## config.mk

```make
export PLATFORM = sky130hd
export DESIGN_NAME = timer8_waveform_output
export DESIGN_NICKNAME = d
export VERILOG_FILES = /design/src/design/timer8_pkg.sv /design/src/design/timer8_waveform_output.sv
export SDC_FILE = /design/constraint.sdc
export NUM_CORES = 1
export LEC_CHECK = 0
export BUFFER_PORTS_ARGS = -buffer_cell sky130_fd_sc_hd__buf_2
export CAP_MARGIN = 10
export CORE_UTILIZATION = 60
export DETAILED_ROUTE_END_ITERATION = 16
export GPL_TIMING_DRIVEN = 0
export PLACE_DENSITY_LB_ADDON = 0.1
export SETUP_SLACK_MARGIN = 0.02
export SLEW_MARGIN = 20
export SYNTH_ARGS = -nofsm -noshare
export SYNTH_HDL_FRONTEND = slang
export SYNTH_SLANG_ARGS = --single-unit
export TNS_END_PERCENT = 20
```

## constraint.sdc

```tcl
create_clock -name clk -period 3.8 [get_ports clk]
set_input_delay 0.19 -clock clk [delete_from_list [all_inputs] [get_ports clk]]
set_output_delay 0.19 -clock clk [all_outputs]
set_load 0.02 [all_outputs]
```

## src/design/timer8_pkg.sv

```systemverilog
package timer8_pkg;
    // register offsets
    localparam logic [2:0] ADDR_CTRL_A = 3'h0;
    localparam logic [2:0] ADDR_CTRL_B = 3'h1;
    localparam logic [2:0] ADDR_COUNT  = 3'h2;
    localparam logic [2:0] ADDR_CMP_A  = 3'h3;
    localparam logic [2:0] ADDR_CMP_B  = 3'h4;
    localparam logic [2:0] ADDR_FLAGS  = 3'h5;
    // field positions
    localparam int CA_ACT_A_LSB = 6;
    localparam int CA_ACT_B_LSB = 4;
    localparam int CA_MODE_LSB  = 0;
    localparam int CB_FORCE_A   = 7;
    localparam int CB_FORCE_B   = 6;
    localparam int CB_MODE_HI   = 3;
    localparam int FL_OVF       = 0;
    localparam int FL_CMP_A     = 1;
    localparam int FL_CMP_B     = 2;
    // channel index
    localparam int CH_A = 0;
    localparam int CH_B = 1;
    // waveform modes
    localparam logic [2:0] MODE_NORMAL  = 3'h0;
    localparam logic [2:0] MODE_CLEAR   = 3'h2;
    localparam logic [2:0] MODE_FAST_FF = 3'h3;
    localparam logic [2:0] MODE_FAST_A  = 3'h7;
    // compare output actions
    localparam logic [1:0] ACT_NONE   = 2'h0;
    localparam logic [1:0] ACT_TOGGLE = 2'h1;
    localparam logic [1:0] ACT_CLEAR  = 2'h2;
    localparam logic [1:0] ACT_SET    = 2'h3;
    // values
    localparam logic [7:0] COUNT_MAX    = 8'hFF;
    localparam logic [7:0] COUNT_BOTTOM = 8'h00;
    localparam logic [7:0] COUNT_ONE    = 8'h01;
    localparam logic [7:0] BYTE_RESET   = 8'h00;

    typedef struct packed {
        logic [2:0] addr;
        logic [7:0] wdata;
        logic       wr;
        logic       rd;
    } reg_req_t;

    typedef struct packed {
        logic [1:0] port_value;
        logic [1:0] direction;
    } pin_ctrl_t;
endpackage

```

## src/design/timer8_waveform_output.sv

```systemverilog
module timer8_waveform_output
    import timer8_pkg::*;
(
    // clock and reset
    input  wire logic                  clk,
    input  wire logic                  reset,
    input  wire logic                  clk_en,
    // timer clock enable from prescaler
    input  wire logic                  timer_tick,
    // register port
    input  wire timer8_pkg::reg_req_t  bus,
    output logic [7:0]                 rdata,
    // interrupt acknowledge per flag
    input  wire logic [2:0]            flag_ack,
    output logic [2:0]                 flags,
    // port pin side
    input  wire timer8_pkg::pin_ctrl_t pins,
    output logic [1:0]                 pin_out,
    output logic [1:0]                 pin_oe
);
    import timer8_pkg::*;

    typedef struct packed {
        logic [7:0]      cnt;
        logic [1:0][7:0] ocr;
        logic [1:0][7:0] ocr_buf;
        logic [1:0][1:0] act;
        logic [2:0]      mode;
        logic [2:0]      flags;
        logic [1:0]      oc;
        logic            block;
        logic [7:0]      rdata;
        logic [1:0]      pin_out;
        logic [1:0]      pin_oe;
    } state_t;

    state_t q;
    state_t d;

    logic       tick_en;
    logic       is_pwm;
    logic       non_pwm;
    logic [7:0] top;
    logic [1:0] match;
    logic       at_top;
    logic       cnt_write;
    logic       ctrl_b_write;

    // action on a compare match; toggle only where permitted
    function automatic logic oc_on_match(logic oc, logic [1:0] act, logic tgl_ok);
        logic r;
        r = oc;
        unique case (act)
            ACT_TOGGLE: r = tgl_ok ? ~oc : oc;
            ACT_CLEAR:  r = 1'b0;
            ACT_SET:    r = 1'b1;
            ACT_NONE:   r = oc;
        endcase
        return r;
    endfunction

    // fast PWM polarity restore when the counter leaves top
    function automatic logic oc_at_bottom(logic oc, logic [1:0] act);
        logic r;
        r = oc;
        if (act == ACT_CLEAR) begin
            r = 1'b1;
        end else if (act == ACT_SET) begin
            r = 1'b0;
        end
        return r;
    endfunction

    assign tick_en      = clk_en && timer_tick;
    assign is_pwm       = (q.mode == MODE_FAST_FF) || (q.mode == MODE_FAST_A);
    assign non_pwm      = (q.mode == MODE_NORMAL) || (q.mode == MODE_CLEAR);
    assign top          = (q.mode == MODE_FAST_FF) ? COUNT_MAX : q.ocr[CH_A];
    assign at_top       = is_pwm && (q.cnt == top);
    assign cnt_write    = clk_en && bus.wr && (bus.addr == ADDR_COUNT);
    assign ctrl_b_write = clk_en && bus.wr && (bus.addr == ADDR_CTRL_B);
    // a counter write blocks matches through the next timer tick
    assign match[CH_A]  = (q.cnt == q.ocr[CH_A]) && !q.block;
    assign match[CH_B]  = (q.cnt == q.ocr[CH_B]) && !q.block;

    always_comb begin
        logic [2:0] fl_set;
        logic [2:0] fl_clr;
        fl_set = 3'h0;
        fl_clr = 3'h0;
        d = q;
        // rdata holds while the enable is low, like every other register
        if (clk_en) begin
            d.rdata = BYTE_RESET;
            if (timer_tick) begin
                d.block = 1'b0;
                // sequencing reads only the mode field, never the actions
                unique case (q.mode)
                    MODE_NORMAL: begin
                        d.cnt = 8'(q.cnt + COUNT_ONE);
                        fl_set[FL_OVF] = (q.cnt == COUNT_MAX);
                    end
                    MODE_CLEAR: begin
                        // a top below the count is passed and met after wrap
                        d.cnt = match[CH_A] ? COUNT_BOTTOM : 8'(q.cnt + COUNT_ONE);
                        fl_set[FL_OVF] = (q.cnt == COUNT_MAX);
                    end
                    MODE_FAST_FF, MODE_FAST_A: begin
                        if (at_top) begin
                            d.cnt = COUNT_BOTTOM;
                            fl_set[FL_OVF] = 1'b1;
                            d.ocr = q.ocr_buf;
                        end else begin
                            d.cnt = 8'(q.cnt + COUNT_ONE);
                        end
                    end
                    default: begin
                        d.cnt = q.cnt;
                    end
                endcase
                if (non_pwm || is_pwm) begin
                    fl_set[FL_CMP_A] = match[CH_A];
                    fl_set[FL_CMP_B] = match[CH_B];
                end
                if (non_pwm) begin
                    for (int i = 0; i < 2; i++) begin
                        if (match[i]) begin
                            d.oc[i] = oc_on_match(q.oc[i], q.act[i], 1'b1);
                        end
                    end
                end else if (is_pwm) begin
                    if (match[CH_A]) begin
                        d.oc[CH_A] = oc_on_match(q.oc[CH_A], q.act[CH_A], q.mode[2]);
                    end
                    if (match[CH_B]) begin
                        d.oc[CH_B] = oc_on_match(q.oc[CH_B], q.act[CH_B], 1'b0);
                    end
                    // bottom wins over a match at top, so max compare stays constant
                    if (at_top) begin
                        for (int i = 0; i < 2; i++) begin
                            d.oc[i] = oc_at_bottom(d.oc[i], q.act[i]);
                        end
                    end
                end
            end
            if (bus.wr) begin
                unique case (bus.addr)
                    ADDR_CTRL_A: begin
                        d.act[CH_A] = bus.wdata[CA_ACT_A_LSB +: 2];
                        d.act[CH_B] = bus.wdata[CA_ACT_B_LSB +: 2];
                        d.mode[1:0] = bus.wdata[CA_MODE_LSB +: 2];
                    end
                    ADDR_CTRL_B: begin
                        d.mode[2] = bus.wdata[CB_MODE_HI];
                    end
                    ADDR_COUNT: begin
                        d.cnt   = bus.wdata;
                        d.block = 1'b1;
                    end
                    ADDR_CMP_A: begin
                        d.ocr_buf[CH_A] = bus.wdata;
                        if (!is_pwm) begin
                            d.ocr[CH_A] = bus.wdata;
                        end
                    end
                    ADDR_CMP_B: begin
                        d.ocr_buf[CH_B] = bus.wdata;
                        if (!is_pwm) begin
                            d.ocr[CH_B] = bus.wdata;
                        end
                    end
                    ADDR_FLAGS: begin
                        fl_clr = bus.wdata[2:0];
                    end
                    default: begin
                        d.cnt = d.cnt;
                    end
                endcase
            end
            // force acts on the output only; no flag, no counter change
            if (ctrl_b_write && non_pwm) begin
                if (bus.wdata[CB_FORCE_A]) begin
                    d.oc[CH_A] = oc_on_match(d.oc[CH_A], q.act[CH_A], 1'b1);
                end
                if (bus.wdata[CB_FORCE_B]) begin
                    d.oc[CH_B] = oc_on_match(d.oc[CH_B], q.act[CH_B], 1'b1);
                end
            end
            if (bus.rd) begin
                unique case (bus.addr)
                    ADDR_CTRL_A: begin
                        d.rdata[CA_ACT_A_LSB +: 2] = q.act[CH_A];
                        d.rdata[CA_ACT_B_LSB +: 2] = q.act[CH_B];
                        d.rdata[CA_MODE_LSB +: 2]  = q.mode[1:0];
                    end
                    ADDR_CTRL_B: d.rdata[CB_MODE_HI] = q.mode[2];
                    ADDR_COUNT:  d.rdata = q.cnt;
                    ADDR_CMP_A:  d.rdata = q.ocr_buf[CH_A];
                    ADDR_CMP_B:  d.rdata = q.ocr_buf[CH_B];
                    ADDR_FLAGS:  d.rdata[2:0] = q.flags;
                    default:     d.rdata = BYTE_RESET;
                endcase
            end
            fl_clr = fl_clr | flag_ack;
            // a flag raised in the clearing cycle survives
            d.flags = (q.flags & ~fl_clr) | fl_set;
            // override selection depends on the action only, in every mode
            for (int i = 0; i < 2; i++) begin
                d.pin_out[i] = (d.act[i] != ACT_NONE) ? d.oc[i] : pins.port_value[i];
            end
            // direction stays with the port; software must set it to drive
            d.pin_oe = pins.direction;
        end
    end

    always_ff @(posedge clk) begin
        if (reset) begin
            q <= '0;
        end else begin
            q <= d;
        end
    end

    assign rdata   = q.rdata;
    assign flags   = q.flags;
    assign pin_out = q.pin_out;
    assign pin_oe  = q.pin_oe;

    logic act_a_write;
    assign act_a_write = clk_en && bus.wr && (bus.addr == ADDR_CTRL_A);
endmodule // timer8_waveform_output

```

==> summary.txt <==
Status
  – Run status: finished, final reports clean

Worst setup path
  – Arrival time reported for the critical path endpoint: 2.79 ns
  – Category of the most critical setup path: register to register
  – Cell repeated most along the worst path: sky130_fd_sc_hd__and3_1
  – Req. time, crit path: 4.06 ns
  – Slowest CP cell: sky130_fd_sc_hd__dfxtp_1
  – CP delay by family, top: compound AO/OA/AOI/OAI gates
  – Critical Path Sink Type: register
  – Cell chain of the critical path: buf_2 -> inv_1 -> a222oi_1 -> and3_2 -> and3_1 -> buf_4 -> mux2i_1 -> a21oi_2 -> and3_1 -> o41ai_2
  – WP buf/inv: 3
  – Nature of the critical path startpoint: register
  – Critical path peak fanout: 8
  – Largest incremental delay on the critical path: 0.32 ns

Floorplan
  – Die span in y: around 83 um
  – Core Footprint: 6350 um^2
  – Die area: 6870 um^2
  – Number of primary I/O pins: 39
  – Horiz. Die Dim: 82.9 um
  – Initial Utilization: 61.9%
  – FP Rows: 29

Timing
  – Setup repair after global routing missed its margin: no
  – Slew of the pin with the lowest slew margin: 0.759 ns
  – Relative max-transition margin: 49.4%
  – Number of slew-limit violations in the final report: 0
  – Fraction of the cycle the final worst path needs: about two thirds
  – Max Clock Skew: about 0.014 ns
  – Final Hold Violating Endpoints: 0
  – Post-route worst setup slack: about 1.3 ns
  – Time the final worst path needs with I/O delays and setup: 2.53 ns
  – TNS Setup: 0 ns
  – Upper clock frequency limit: 0.395 GHz
  – Count of final setup violators: 0

Synth
  – Post-synthesis register bit count: 65
  – Post-synthesis cell count: 495
  – Cell Area, Synth: 3930 um^2
  – Synthesis warning total: 0
  – Mean instance size in the synthesized netlist: just under 8 um^2
  – Primary flip-flop cell chosen by synthesis mapping: sky130_fd_sc_hd__dfxtp_1
  – Share of synthesized area occupied by flip-flops and latches: 33.1%
  – Mapped Nets: 520
  – Synth async-reset ratio: 0%
  – Distinct cell type count of the synthesized netlist: 68
  – Number of flops mapped to enable cells by yosys: 0

CTS
  – Clock input transition at the sequential cells of the worst setup and hold paths: around 0.080 ns
  – Resize count post-CTS: 0
  – Largest buffer count on any clock path: 2
  – CTS Root Cell: sky130_fd_sc_hd__clkbuf_8
  – Insertion delay of the later-clocked pin in the worst-skew pair: 0.36 ns
  – H-tree lvl count: 3
  – TritonCTS Sinks: 65
  – Hold-fix buffers, CTS: 0
  – TritonCTS buffer count: 9
  – Post-CTS setup-driven buffer insertion count: 0
  – Clock tree from TritonCTS: done

GRT
  – Largest net degree at the start of global routing: 12
  – Number of antenna violations at the first check in global routing: 0
  – Total grt overflow: 0
  – Overall global routing resource usage: 36.6%
  – Vias in the first global route: around 3,700
  – First-pass GRT wire length: about 20,000 um

Placement
  – Port bufs: 35
  – Weighted congestion at the end of routability-driven global placement: 0.983
  – Placed wire-length estimate after detailed placement: between 8000 and 9000 um
  – Cell area reported after detailed placement: roughly 4200 um^2
  – Dpl ws: roughly 1.4 ns

Pwr
  – Switching share of power: 28.9%
  – Leakage dissipation: 1.77 nW
  – VDD IR-drop max: roughly 0.00031 V
  – Internal power: 1.09 mW
  – Tot Pwr: roughly 1.5 mW
  – Switching power summed over all nets: 444 uW
  – Proportion of power drawn by flip-flops and latches: 46.2%
  – Power density cells: ~350 nW/um^2
  – Part of the total power dissipated in combinational logic: 14.0%
  – Power share of the clock group: about two fifths

Cells and area
  – Antenna diode instance count: 0
  – Area growth from synthesis to layout: 11.9%
  – Filler Cell Count: 574
  – Commonest non-fill, non-tap cell in the layout: sky130_fd_sc_hd__nor2_1
  – Net count reported at finish: approximately 570
  – Share of final-layout standard cells stronger than drive strength 1: 18.3%
  – Design Area, Final: 4400 um^2
  – Area of the multi-input gates: 2290 um^2
  – Footprint of the flip-flops and latches: 1300 um^2
  – Most used cells in the layout excluding fill and tap cells: 67 x sky130_fd_sc_hd__nor2_1, 65 x sky130_fd_sc_hd__dfxtp_1, 46 x sky130_fd_sc_hd__a21oi_1

Worst hold path
  – Min-delay worst type: primary input to register

Route
  – Initial DRT Pass Iterations: 5
  – DR DRC count: 0
  – Routed WL: 12,500 um
  – ANT nets after route: 0
  – Detailed-route wire length per cell: between 15 and 20 um
  – Initial DRC count: 371
  – Routed via count divided by cell count: 6.41
  – Via count of the routed design: 3,991

Run
  – Max-cap violations: 0
[worst paths after layout]
path            start  cells after the start  slack [ns]          to
max reg2reg     q[61]                     10        1.27  pin_out[0]
max             q[61]                     10        1.27  pin_out[0]
min reg2reg  rdata[2]                      2        0.48    rdata[2]
min           pins[0]                      3        0.08   pin_oe[0]
[cell usage after synthesis, drive strengths merged, types with 3 or more instances]
cell type  number  area share (%)
or3             3            0.48
o21ai          34             4.5
a211oi         10             1.9
o31ai           3            0.57
and2            5            0.80
nor2b           7             1.1
nand2b         10             1.6
buf            29             5.4
o2111ai         3            0.83
nor2           67             6.4
o32ai           3            0.67
nand3          20             2.9
xor2            4            0.89
o22ai          16             2.5
mux2i          26             6.6
and3            7             1.1
xnor2           5             1.1
nor3            5            0.76
a31oi           3            0.48
dfxtp          65              33
inv            13             1.2
a22oi          14             2.7
nand2          33             3.2
a21o            4            0.76
clkbuf         19             1.8
a21oi          50             6.9
nand4           3            0.48
nor4            3             1.2
[power by group through the flow]
stage	clock (mW)	combinational, mW	sequential [mW]
floorplan	0	0.142	0.719
global placement	0	0.205	0.723
detailed placement	0	0.208	0.724
CTS	0.606	0.209	0.708
global route	0.632	0.229	0.709
finish	0.612	0.215	0.709
[layer usage]
metal / vias up / wire length [um] / part of all wire [%] / track usage, %
met5: - / 0 / 0 / 0
met4: 0 / 512 / 4.1 / 20.4
met3: 53 / 1100 / 8.8 / 6.76
met2: 228 / 5640 / 45 / 55.9
met1: 1848 / 5210 / 42 / 48.8
li1: 1862 / - / - / -
[worst reg2reg max path, stage by stage (launching register included)]
cell and delay, ns:
sky130_fd_sc_hd__dfxtp_1 0.32, sky130_fd_sc_hd__buf_2 0.20, sky130_fd_sc_hd__inv_1 0.11, sky130_fd_sc_hd__a222oi_1 0.30, sky130_fd_sc_hd__and3_2 0.29, sky130_fd_sc_hd__and3_1 0.16, sky130_fd_sc_hd__buf_4 0.15, sky130_fd_sc_hd__mux2i_1 0.27
sky130_fd_sc_hd__a21oi_2 0.09, sky130_fd_sc_hd__and3_1 0.21, sky130_fd_sc_hd__o41ai_2 0.32
[flip-flops by register name, summed over array words and instances, names as in the netlist]
| register | cells |
|---|---|
| flags | 3 |
| pin_oe | 2 |
| pin_out | 2 |
| q | 50 |
| rdata | 8 |
[layout make-up]
type	instances	share of cell area, %
multi-input cells	367	52.0
flip-flops and latches	65	29.6
plain buffers	48	6.43
repair buffers	35	3.99
clock buffers	11	3.22
well taps	77	2.19
inverters	15	1.31
clock inverters	5	1.25
[cells by family after synthesis]
group,share of synthesized area [%]
simple gates,21.9
compound gates,26.8
flops,33.1
buf+inv,8.66
mux,7.20
xor+xnor,2.01
fa+ha+maj,0.319
[stage by stage]
| step | util, % | instances | hold WS, ns |
|---|---|---|---|
| 4_1_cts | 69.2 | 623 | 0.0820 |
| 3_5_place_dp | 66.1 | 607 | 0.445 |
| 2_1_floorplan | - | 495 | 0.334 |
| 5_1_grt | 69.2 | 623 | 0.0918 |
| 3_3_place_gp | 66.1 | 607 | 0.428 |
| 6_report | 69.2 | 623 | 0.0763 |
(Power assumes the default switching activity.)
